**src/inc/pmw_consts.svh**
```systemverilog
`ifndef PMW_CONSTS_SVH
`define PMW_CONSTS_SVH

// ----------------------------------------------------------------------
// Register byte addresses
// ----------------------------------------------------------------------
`define PMW_ADDR_MODE    12'h000
`define PMW_ADDR_WARN    12'h004
`define PMW_ADDR_STATUS  12'h008
`define PMW_ADDR_W       12

// ----------------------------------------------------------------------
// Mode register fields
// ----------------------------------------------------------------------
`define PMW_REG_CTRL_BIT  7
`define PMW_STBY_STAT_BIT 6
`define PMW_WAKE_BIT      5
`define PMW_RECOV_BIT     3
`define PMW_RECOV_ACK_BIT 2
`define PMW_PD_EN_BIT     1
`define PMW_STOP_BIT      0

// ----------------------------------------------------------------------
// Warning register fields
// ----------------------------------------------------------------------
`define PMW_WFLAG_BIT    7
`define PMW_WACK_BIT     6
`define PMW_DSEL_BIT     5
`define PMW_WSEL_BIT     4
`define PMW_WIE_BIT      3

// ----------------------------------------------------------------------
// Reset values and bus transfer codes
// ----------------------------------------------------------------------
`define PMW_PD_EN_RESET  1'b1
`define PMW_ZERO8        8'h00
`define PMW_ZERO32       32'h0000_0000
`define PMW_HTRANS_NSEQ  2'b10
`define PMW_HSIZE_WORD   3'b010

`endif

```
**src/inc/pmw_pkg.sv**
```systemverilog
package pmw_pkg;

  typedef enum logic [2:0] {
    PMW_RUN   = 3'b001,
    PMW_STBY  = 3'b010,
    PMW_STOP  = 3'b100
  } pmw_mode_type;

endpackage

```
**src/pmw_edge.sv**
```systemverilog
`timescale 1ns/1ps
`default_nettype none

// ----------------------------------------------------------------------
// Rising-edge pulse of a synchronised level
// ----------------------------------------------------------------------
module pmw_edge (
  input  wire logic hclk,
  input  wire logic hresetn,
  input  wire logic din,
  output var  logic rise
);

  logic last_q;

  always_ff @(posedge hclk or negedge hresetn) begin
    if (!hresetn) begin
      last_q <= 1'b0;
    end else begin
      last_q <= din;
    end
  end

  assign rise = din & ~last_q;

endmodule

`default_nettype wire

```
**src/pmw_sync.sv**
```systemverilog
`timescale 1ns/1ps
`default_nettype none

// ----------------------------------------------------------------------
// Two-stage synchroniser for one level
// ----------------------------------------------------------------------
module pmw_sync (
  input  wire logic hclk,
  input  wire logic hresetn,
  input  wire logic din,
  output var  logic dout
);

  logic meta_q;

  always_ff @(posedge hclk or negedge hresetn) begin
    if (!hresetn) begin
      meta_q <= 1'b0;
      dout   <= 1'b0;
    end else begin
      meta_q <= din;
      dout   <= meta_q;
    end
  end

endmodule

`default_nettype wire

```
**src/pmw_top.sv**
```systemverilog
// Function
// - Setting the regulator control bit is ignored while stop select is 1.
// - Writing both regulator control and stop select sets only stop select.
// - Any interrupt clears regulator control when wake-on-interrupt is 1; here a write that sets it in the same cycle wins.
// - Regulator control 1 enables low-power run and wait; 0 disables both.
// - Bit 6 reads 1 while the regulator is in standby.
// - Wake-on-interrupt 1 leaves standby on interrupt; 0 stays in standby.
// - Recovery flag at bit 3 sets after recovery from stop2.
// - Writing 1 to acknowledge bit 2 clears the recovery flag.
// - Partial power-down enable takes one write after reset; 0 disables.
// - Setting stop select is ignored while regulator control is 1.
// - Stop select may become 1 only while partial power-down enable is 1.
// - Stop select 0 chooses stop3; 1 chooses stop2.
// - Warning flag sets when supply falls below the trip, also after reset.
// - Warning flag is sticky until software acknowledges it.
// - Acknowledge clears the flag only when no warning is present; reads 0.
// - Detect select bit 5 picks low or high detect trip point.
// - Warning select bit 4 picks low or high warning trip point.
// - Interrupt enable 1 requests an interrupt whenever the flag is 1.
//
// Our own choices: the AHB-Lite register port and the register addresses.
`include "pmw_consts.svh"
`timescale 1ns/1ps
`default_nettype none

module pmw_top (
  input  wire logic         hclk,
  input  wire logic         hresetn,
  input  wire logic         hsel,
  input  wire logic [31:0]  haddr,
  input  wire logic [1:0]   htrans,
  input  wire logic         hwrite,
  input  wire logic [2:0]   hsize,
  input  wire logic [31:0]  hwdata,
  input  wire logic         hready,
  output var  logic [31:0]  hrdata,
  output var  logic         hreadyout,
  output var  logic         hresp,
  input  wire logic         lv_warning_present,
  input  wire logic         irq_pending,
  input  wire logic         stop_request,
  input  wire logic         stop_wakeup,
  output var  logic         low_power_run_mode,
  output var  logic         low_power_wait_mode,
  output var  logic         regulator_standby,
  output var  logic         stop2_active,
  output var  logic         stop3_active,
  output var  logic         detect_voltage_select,
  output var  logic         warning_voltage_select,
  output var  logic         lv_warning_irq
);
  import pmw_pkg::*;

  // --------------------------------------------------------------------
  // State
  // --------------------------------------------------------------------
  typedef struct packed {
    logic                     wr_pend;
    logic [`PMW_ADDR_W-1:0]   wr_addr;
    logic [31:0]              rdata;
    logic                     reg_ctrl;
    logic                     wake;
    logic                     recov;
    logic                     pd_en;
    logic                     pd_en_locked;
    logic                     stop_sel;
    logic                     wflag;
    logic                     dsel;
    logic                     wsel;
    logic                     wie;
    pmw_mode_type             mode;
    logic                     lp_run;
    logic                     lp_wait;
    logic                     s2;
    logic                     s3;
    logic                     irq;
  } pmw_state_type;

  pmw_state_type s_q;
  pmw_state_type s_d;

  logic warn_s;
  logic irq_s;
  logic stopreq_s;
  logic wake_s;
  logic warn_rise;

  // Every pin from outside the bus domain passes two flops first.
  pmw_sync u_sync_warn (
    .hclk    (hclk),
    .hresetn (hresetn),
    .din     (lv_warning_present),
    .dout    (warn_s)
  );
  pmw_sync u_sync_irq (
    .hclk    (hclk),
    .hresetn (hresetn),
    .din     (irq_pending),
    .dout    (irq_s)
  );
  pmw_sync u_sync_stop (
    .hclk    (hclk),
    .hresetn (hresetn),
    .din     (stop_request),
    .dout    (stopreq_s)
  );
  pmw_sync u_sync_wake (
    .hclk    (hclk),
    .hresetn (hresetn),
    .din     (stop_wakeup),
    .dout    (wake_s)
  );
  pmw_edge u_edge_warn (
    .hclk    (hclk),
    .hresetn (hresetn),
    .din     (warn_s),
    .rise    (warn_rise)
  );

  // --------------------------------------------------------------------
  // Next state
  // --------------------------------------------------------------------
  logic       addr_ok;
  logic       do_wr;
  logic       wr_mode;
  logic       wr_warn;
  logic [7:0] wb;
  logic       set_reg;
  logic       set_stop;
  logic [7:0] mode_rd;
  logic [7:0] warn_rd;

  always_comb begin
    s_d      = s_q;
    addr_ok  = hsel & hready & (htrans == `PMW_HTRANS_NSEQ);
    do_wr    = s_q.wr_pend;
    wb       = hwdata[7:0];
    wr_mode  = do_wr & (s_q.wr_addr == `PMW_ADDR_MODE);
    wr_warn  = do_wr & (s_q.wr_addr == `PMW_ADDR_WARN);
    set_reg  = 1'b0;
    set_stop = 1'b0;

    s_d.wr_pend = addr_ok & hwrite;
    s_d.wr_addr = haddr[`PMW_ADDR_W-1:0];

    // Register writes; a set of stop select in the same write outranks regulator control.
    if (wr_mode) begin
      s_d.wake = wb[`PMW_WAKE_BIT];
      set_stop = wb[`PMW_STOP_BIT] & ~s_q.reg_ctrl
               & s_q.pd_en;
      // A stop select that passes the reg_ctrl and pd_en gates blocks regulator control, even if a first write with bit 1 = 0 then clears it.
      set_reg  = wb[`PMW_REG_CTRL_BIT] & ~s_q.stop_sel
               & ~set_stop;
      s_d.stop_sel = set_stop | (wb[`PMW_STOP_BIT] & s_q.stop_sel);
      s_d.reg_ctrl = set_reg;
      if (!s_q.pd_en_locked) begin
        s_d.pd_en        = wb[`PMW_PD_EN_BIT];
        s_d.pd_en_locked = 1'b1;
      end
      if (!wb[`PMW_PD_EN_BIT] && !s_q.pd_en_locked) begin
        s_d.stop_sel = 1'b0;
      end
      if (wb[`PMW_RECOV_ACK_BIT]) begin
        s_d.recov = 1'b0;
      end
    end

    if (wr_warn) begin
      // Bits 2..0 are simply not stored.
      s_d.dsel = wb[`PMW_DSEL_BIT];
      s_d.wsel = wb[`PMW_WSEL_BIT];
      s_d.wie  = wb[`PMW_WIE_BIT];
      if (wb[`PMW_WACK_BIT] && !warn_s) begin
        s_d.wflag = 1'b0;
      end
    end

    // Hardware sets win over software clears.
    if (warn_rise || warn_s) begin
      s_d.wflag = 1'b1;
    end

    // Power mode sequencing.
    case (s_q.mode)
      PMW_RUN: begin
        if (stopreq_s) begin
          s_d.mode = PMW_STOP;
        end else if (s_q.reg_ctrl) begin
          s_d.mode = PMW_STBY;
        end
      end
      PMW_STBY: begin
        if (irq_s && s_q.wake) begin
          s_d.mode = PMW_RUN;
        end else if (!s_q.reg_ctrl) begin
          s_d.mode = PMW_RUN;
        end
      end
      PMW_STOP: begin
        if (wake_s) begin
          s_d.mode = PMW_RUN;
          if (s_q.stop_sel) begin
            s_d.recov = 1'b1;
          end
        end
      end
      default: begin
        s_d.mode = PMW_RUN;
      end
    endcase

    if (irq_s && s_q.wake && !set_reg) begin
      s_d.reg_ctrl = 1'b0;
    end

    s_d.lp_run  = (s_d.mode == PMW_STBY) & ~stopreq_s;
    s_d.lp_wait = (s_d.mode == PMW_STBY) & stopreq_s;
    s_d.s2      = (s_d.mode == PMW_STOP) & s_d.stop_sel;
    s_d.s3      = (s_d.mode == PMW_STOP) & ~s_d.stop_sel;
    s_d.irq     = s_d.wflag & s_d.wie;

    // Read data; acknowledge bits always read 0.
    mode_rd = `PMW_ZERO8;
    mode_rd[`PMW_REG_CTRL_BIT]  = s_q.reg_ctrl;
    mode_rd[`PMW_STBY_STAT_BIT] = (s_q.mode == PMW_STBY);
    mode_rd[`PMW_WAKE_BIT]      = s_q.wake;
    mode_rd[`PMW_RECOV_BIT]     = s_q.recov;
    mode_rd[`PMW_PD_EN_BIT]     = s_q.pd_en;
    mode_rd[`PMW_STOP_BIT]      = s_q.stop_sel;
    warn_rd = `PMW_ZERO8;
    warn_rd[`PMW_WFLAG_BIT] = s_q.wflag;
    warn_rd[`PMW_DSEL_BIT]  = s_q.dsel;
    warn_rd[`PMW_WSEL_BIT]  = s_q.wsel;
    warn_rd[`PMW_WIE_BIT]   = s_q.wie;

    s_d.rdata = `PMW_ZERO32;
    if (addr_ok && !hwrite) begin
      case (haddr[`PMW_ADDR_W-1:0])
        `PMW_ADDR_MODE: begin
          s_d.rdata = {24'h00_0000, mode_rd};
        end
        `PMW_ADDR_WARN: begin
          s_d.rdata = {24'h00_0000, warn_rd};
        end
        default: begin
          s_d.rdata = `PMW_ZERO32;
        end
      endcase
    end
  end

  // --------------------------------------------------------------------
  // Registers
  // --------------------------------------------------------------------
  always_ff @(posedge hclk or negedge hresetn) begin
    if (!hresetn) begin
      s_q      <= '0;
      s_q.pd_en <= `PMW_PD_EN_RESET;
      s_q.mode <= PMW_RUN;
    end else begin
      s_q <= s_d;
    end
  end

  assign hrdata                 = s_q.rdata;
  assign hreadyout              = 1'b1;
  assign hresp                  = 1'b0;
  assign low_power_run_mode     = s_q.lp_run;
  assign low_power_wait_mode    = s_q.lp_wait;
  assign regulator_standby      = (s_q.mode == PMW_STBY);
  assign stop2_active           = s_q.s2;
  assign stop3_active           = s_q.s3;
  assign detect_voltage_select  = s_q.dsel;
  assign warning_voltage_select = s_q.wsel;
  assign lv_warning_irq         = s_q.irq;

  // --------------------------------------------------------------------
  // Checks
  // --------------------------------------------------------------------
  a_lpr_stop_excl: assert property (@(posedge hclk) disable iff (!hresetn)
    !(s_q.reg_ctrl && s_q.stop_sel))
    else $error("regulator control and stop select both set");

  a_both_set_stop: assert property (@(posedge hclk) disable iff (!hresetn)
    (wr_mode && set_stop && wb[`PMW_REG_CTRL_BIT])
    |=> (!s_q.reg_ctrl && s_q.stop_sel))
    else $error("regulator control set by combined write");

  a_irq_clr_reg: assert property (@(posedge hclk) disable iff (!hresetn)
    (irq_s && s_q.wake && !do_wr) |=> !s_q.reg_ctrl)
    else $error("interrupt did not clear regulator control");

  a_stby_status: assert property (@(posedge hclk) disable iff (!hresetn)
    (s_q.mode == PMW_STBY) |-> $past(s_q.reg_ctrl))
    else $error("standby without regulator control");

  a_stop_needs_en: assert property (@(posedge hclk) disable iff (!hresetn)
    $rose(s_q.stop_sel) |-> s_q.pd_en)
    else $error("stop select set without enable");

  a_enable_once: assert property (@(posedge hclk) disable iff (!hresetn)
    $past(s_q.pd_en_locked) |-> $stable(s_q.pd_en))
    else $error("enable changed after first write");

  a_warn_sticky: assert property (@(posedge hclk) disable iff (!hresetn)
    (s_q.wflag && !wr_warn) |=> s_q.wflag)
    else $error("warning flag dropped without acknowledge");

  a_warn_set: assert property (@(posedge hclk) disable iff (!hresetn)
    warn_s |=> s_q.wflag)
    else $error("warning flag not set");

  a_irq_follow: assert property (@(posedge hclk) disable iff (!hresetn)
    (s_d.wflag && s_d.wie) |=> lv_warning_irq)
    else $error("warning interrupt missing");

  a_recov_ack: assert property (@(posedge hclk) disable iff (!hresetn)
    (wr_mode && wb[`PMW_RECOV_ACK_BIT] && !wake_s) |=> !s_q.recov)
    else $error("recovery flag not cleared");

endmodule

`default_nettype wire
```
**config.mk**
```make
export PLATFORM = sky130hd
export DESIGN_NAME = pmw_top
export DESIGN_NICKNAME = d
export VERILOG_FILES = /design/src/inc/pmw_pkg.sv /design/src/pmw_edge.sv /design/src/pmw_sync.sv /design/src/pmw_top.sv
export VERILOG_INCLUDE_DIRS = /design/src /design/src/inc
export SDC_FILE = /design/constraint.sdc
export NUM_CORES = 1
export LEC_CHECK = 0
export BUFFER_PORTS_ARGS = -buffer_cell sky130_fd_sc_hd__buf_2
export CORE_MARGIN = 5
export CORE_UTILIZATION = 30
export DETAILED_ROUTE_END_ITERATION = 16
export HOLD_SLACK_MARGIN = 0.06
export PLACE_DENSITY = 0.59
export SLEW_MARGIN = 10
export SYNTH_ARGS = -nofsm -noshare
export SYNTH_HDL_FRONTEND = slang
export SYNTH_SLANG_ARGS = --single-unit
```
**constraint.sdc**
```tcl
create_clock -name hclk -period 3.1 [get_ports hclk]
set_clock_uncertainty 0.1 [all_clocks]
set_input_delay 0.465 -clock hclk [delete_from_list [all_inputs] [get_ports hclk]]
set_output_delay 0.465 -clock hclk [all_outputs]
set_load 0.01 [all_outputs]
```
* Yosys cells after proc, flatten, opt, wreduce, memory -nomap -nowiden
Index checks and enable logic that the tools add are counted.
Word-level totals: input port bits 78, output and inout bits 42, bits in registers 72, logic and storage cells 95
Cells by class: multiplexer cells 20, reduce and logical (&&, ||, !) cells 15, bitwise gates (word level) 24, equality and inequality tests 8
Operators with widths (count):
- == test 12 x 3 -> 1 bit, second input constant | 2
- zero test 12 bit | 2
- bitwise AND 1 bit | 16
- case mux 8 bit (2 select lines) | 1
- two-way mux 3 bit | 5
- two-way mux 1 bit | 9
- case mux 3 bit (3 select lines) | 1
- two-way mux 8 bit | 1
- NOT 1 bit | 7
- == test 3 x 2 -> 1 bit, second input constant | 2
- == test 3 bit, second input constant | 2
- two-way mux 6 bit | 1
- logical AND 1 bit | 5
- zero test 1 bit | 5
- two-way mux 4 bit | 1
- == test 3 x 1 -> 1 bit, second input constant | 1
- == test 2 bit, second input constant | 1
- two-way mux 2 bit | 1
- AND reduction 2 bit | 1
- nonzero test 2 bit | 1
- logical OR 1 bit | 1
- OR 1 bit | 1

* Depth between registers and ports, before layout
depth in word-level cells 9, gate-level depth with buffers 5

* Cells and area by module
A second synthesis with hierarchy kept.
Second synthesis, totals: cell total of the unflattened synthesis 162, area, all modules 2011.9 um^2
By module, submodules not included:
- pmw_top | seq. area each 953.4 um^2, area an instance 1773.0 um^2, times used 1, cells each 152
- pmw_sync | seq. area each 50.0 um^2, area an instance 50.0 um^2, times used 4, cells each 2
- pmw_edge | seq. area each 25.0 um^2, area an instance 38.8 um^2, times used 1, cells each 2

* Worst setup path after synthesis
No wires, ideal clock.
kind register to register, start register s_q[51] (netlist bit), end register s_q, in the netlist mode_rd[1], buffers on the path 1, cell stages (with the launch flop) 6, data arrival time 1424 ps, data required time 2915 ps, slack 1492 ps, period minus slack after synthesis 1608 ps, path through dfrtp_1 nor4b_4 and4b_1 buf_4 and2b_1 mux2_1
On the way: cells in the longest elaborated chain, start to end 3
Ends and longest elaborated chain:
- start, declared | line pmw_top.sv:79 | pmw_state_type s_q;
- zero test 12 bit (no source line)
- bitwise AND 1 bit | line pmw_top.sv:138 | wr_mode = do_wr & (s_q.wr_addr == `PMW_ADDR_MODE);
- AND reduction 2 bit (no source line)
Every way passes these cells. A chain may end at the register's enable or synchronous reset.

* Final worst setup path
start register s_q[59] (netlist bit), end register s_q, in the netlist mode_rd[1]
The elaborated chain is that of the path after synthesis.

==> metrics.csv <==
stage,metric,value,unit
routing,wl_per_cell,12.7,um
power_and_ir_drop,ir_drop,220,uV
critical_path,worst_path_max_delay_cell,and4b_1,
sta,rsz0062_at_grt,false,
clocking,ctsHoldBuffers,0,
clocking,clkLatencyLatePin,0.29,ns
critical_path,crit_cells,4,
power_and_ir_drop,power_leakage,1.11,nW
layout,multi_input_area,563,um2
routing,wirelength,3.45,mm
sta,tns,0,ns
sta,fin_crit_sh,58.3,%
logic_synthesis,synth.area.top_cells,"dfrtp_1 58%, buf_4 14%, dfstp_2 2.8%, nor2_1 2.4%, mux2i_1 2.1%",
placed_design,place.gp.congestion,0.702,
clocking,cts_buffers,5,
logic_synthesis,yosys.area.top_type_share,57.7,%
power_and_ir_drop,p_comb_share,12.8,%
critical_path,crit_path_end_kind,register,
sta,final-max-slew-violation-count,0,
grt,grt_pass1_vias,1174,
power_and_ir_drop,p_sw,0.000322,W
grt,antenna_found_initial,0,
critical_path,start_kind,register,
critical_path,critical_path.top_delay_family,simple AND/OR/NAND/NOR gates,
sta,setup_viol,0,
logic_synthesis,yosysWarnings,0,
layout,largest_reg_flops,18,
routing,drt-initial-drc-count,27,
layout,area_growth,13.4,%
grt,grt_max_degree,47,
layout,drive_gt1_share,32.3,%
critical_path,critPathMaxFanout,7,
clocking,htree_levels,2,
sta,max_freq,0.553,GHz
logic_synthesis,synthesis.area,0.00191,mm2
clocking,clockBufferDepth,2,
grt,met3_usage,3.51,%
floorplanning,die_area,0.00806,mm2
critical_path,reg2reg_depth,4,
floorplanning,io_pins,120,
layout,top_register,s_q,
logic_synthesis,synth-async-reset-ratio,100,%
job,drv_cap,0,
power_and_ir_drop,power,0.00127,W
logic_synthesis,synth_top_area_cell,dfrtp_1,
logic_synthesis,synth_cell_types,37,
floorplanning,chipHeight,89.8,um
critical_path,crit_buf_inv,0,
sta,worstMarginPinSlew,1.01,ns
logic_synthesis,synth_cells,154,
critical_path,worstPathArrival,1.93,ns
floorplanning,rows,29,
critical_path,critPathRequiredTime,3.22,ns
critical_path,crit_chain,nor4_4 > and4b_1 > and2b_1 > mux2_1,
power_and_ir_drop,power_density,585,mW/mm2
grt,grt_usage,8.92,%
floorplanning,chipWidth,89.8,um
grt,grtUsageMet1,11.2,%
routing,routed-via-count,1095,
floorplanning,core_area,0.00628,mm2
routing,postRouteAntennaNets,0,
sta,hold_violations,0,
clocking,postCtsResizedCells,0,
routing,drtPass1Iterations,4,
grt,grt-busiest-layer,met2,
clocking,clkSinkCount,46,
power_and_ir_drop,clkPwrFrac,32.9,%
clocking,post_cts_buffers,0,
min_path,min_path_type,in2reg,
logic_synthesis,synth_edf_count,0,
logic_synthesis,yosys_most_used_dff,dfrtp_1,
logic_synthesis,syn_area_per_cell,12.4,um2
min_path,hold_path_depth,1,
layout,final_nets,272,
placed_design,port_buffers,45,
placed_design,dp_hpwl,2.51,mm
logic_synthesis,yosysSeqAreaShare,60.5,%
critical_path,crit_path_max_incr_delay,0.42,ns
placed_design,place_ws,1.21,ns
logic_synthesis,synthTopCellsByCount,"44 x dfrtp_1, 35 x buf_4, 12 x nor2_1",
clocking,root_buffer,clkbuf_8,
power_and_ir_drop,seq_power_share,54.3,%
routing,via_per_inst,4.03,
sta,period_needed,1.81,ns
grt,grt_overflow,0,
sta,setup_ws,1.29,ns
logic_synthesis,synth-seq-cells,46,
power_and_ir_drop,p_sw_share,25.4,%
clocking,path_clk_slew,0.08,ns
sta,slew_headroom,33.0,%
routing,route.detailed.drc,0,
floorplanning,start_util,30.4,%
layout,fillerInstances,653,
power_and_ir_drop,p_int,0.000945,W
critical_path,r2r_slack,1.29,ns
layout,ff_latch_area,0.00115,mm2
grt,grt_pass1_wl,5.77,mm
run_status,status,completed,
layout,diodes,0,
grt,use_met2,13.7,%
logic_synthesis,synth_most_common_cell,dfrtp_1,
critical_path,critical_path_class,reg2reg,
clocking,cts_tree,built,
[layout make-up]
type | instances | share of cell area [%]
sequential | 46 | 53.3
multi-input combinational | 92 | 26.0
timing repair buffer | 45 | 10.4
clock buffer | 8 | 5.09
tap | 77 | 4.45
inverter | 4 | 0.694
[logic make-up (layout without fill, tap and decap cells)]
kind of cell           after synthesis  after routing  synth area share [%]
other                                2             27                 0.394
DFF                                 46             46                  60.5
buffers and inverters               41             57                  15.0
and+or+nand+nor                     47             47                  15.7
muxes                                9              9                  5.25
AOI/OAI and AO/OA                    9              9                  3.21
[stage by stage]
step / cell area [um2] / hold WS [ns] / instances / utilization (%)
3_5_place_dp: 2050 / 0.235 / 264 / 32.7
3_3_place_gp: 2050 / 0.234 / 264 / 32.7
6_report: 2160 / 0.174 / 272 / 34.5
4_1_cts: 2160 / 0.166 / 272 / 34.5
2_1_floorplan: 2000 / 0.0694 / 179 / -
5_1_grt: 2160 / 0.154 / 272 / 34.5
[power groups by stage]
stage                     clock, W  combinational (W)  sequential [W]
final                     0.000416           0.000162        0.000688
after global routing      0.000463           0.000184        0.000696
after CTS                 0.000429           0.000164        0.000688
after detailed placement         0           0.000164        0.000700
after global placement           0           0.000160        0.000699
after floorplan                  0           0.000130        0.000690
[per-layer routing]
layer  routed length, um  vias up  part of all wire [%]
met3                 227        4                   6.6
li1                    -      534                     -
met2                1600       41                    46
met1                1590      516                    46
met4                  35        0                   1.0
met5                   0        -                     0
[placed cells by master (no fill, tap or decap), drive strengths merged, types with 3 or more instances in the layout]
cell type / Yosys / final
and4b: 3 / 3
buf: 36 / 45
clkbuf: 1 / 8
conb: 2 / 27
dfrtp: 44 / 44
inv: 4 / 4
mux2: 5 / 5
mux2i: 4 / 4
nand2: 9 / 9
nor2: 12 / 12
nor4: 7 / 7
[worst paths after layout]
check,end,start
setup / recovery,mode_rd[1],s_q[59]
hold / removal,u_sync_irq.meta_q,irq_pending
hold reg to reg,u_sync_warn.dout,u_sync_warn.meta_q
max in group asynchronous,u_sync_stop.meta_q,hresetn
setup reg to reg,mode_rd[1],s_q[59]
min in group asynchronous,s_q[60],hresetn
(Power assumes the default switching activity.)
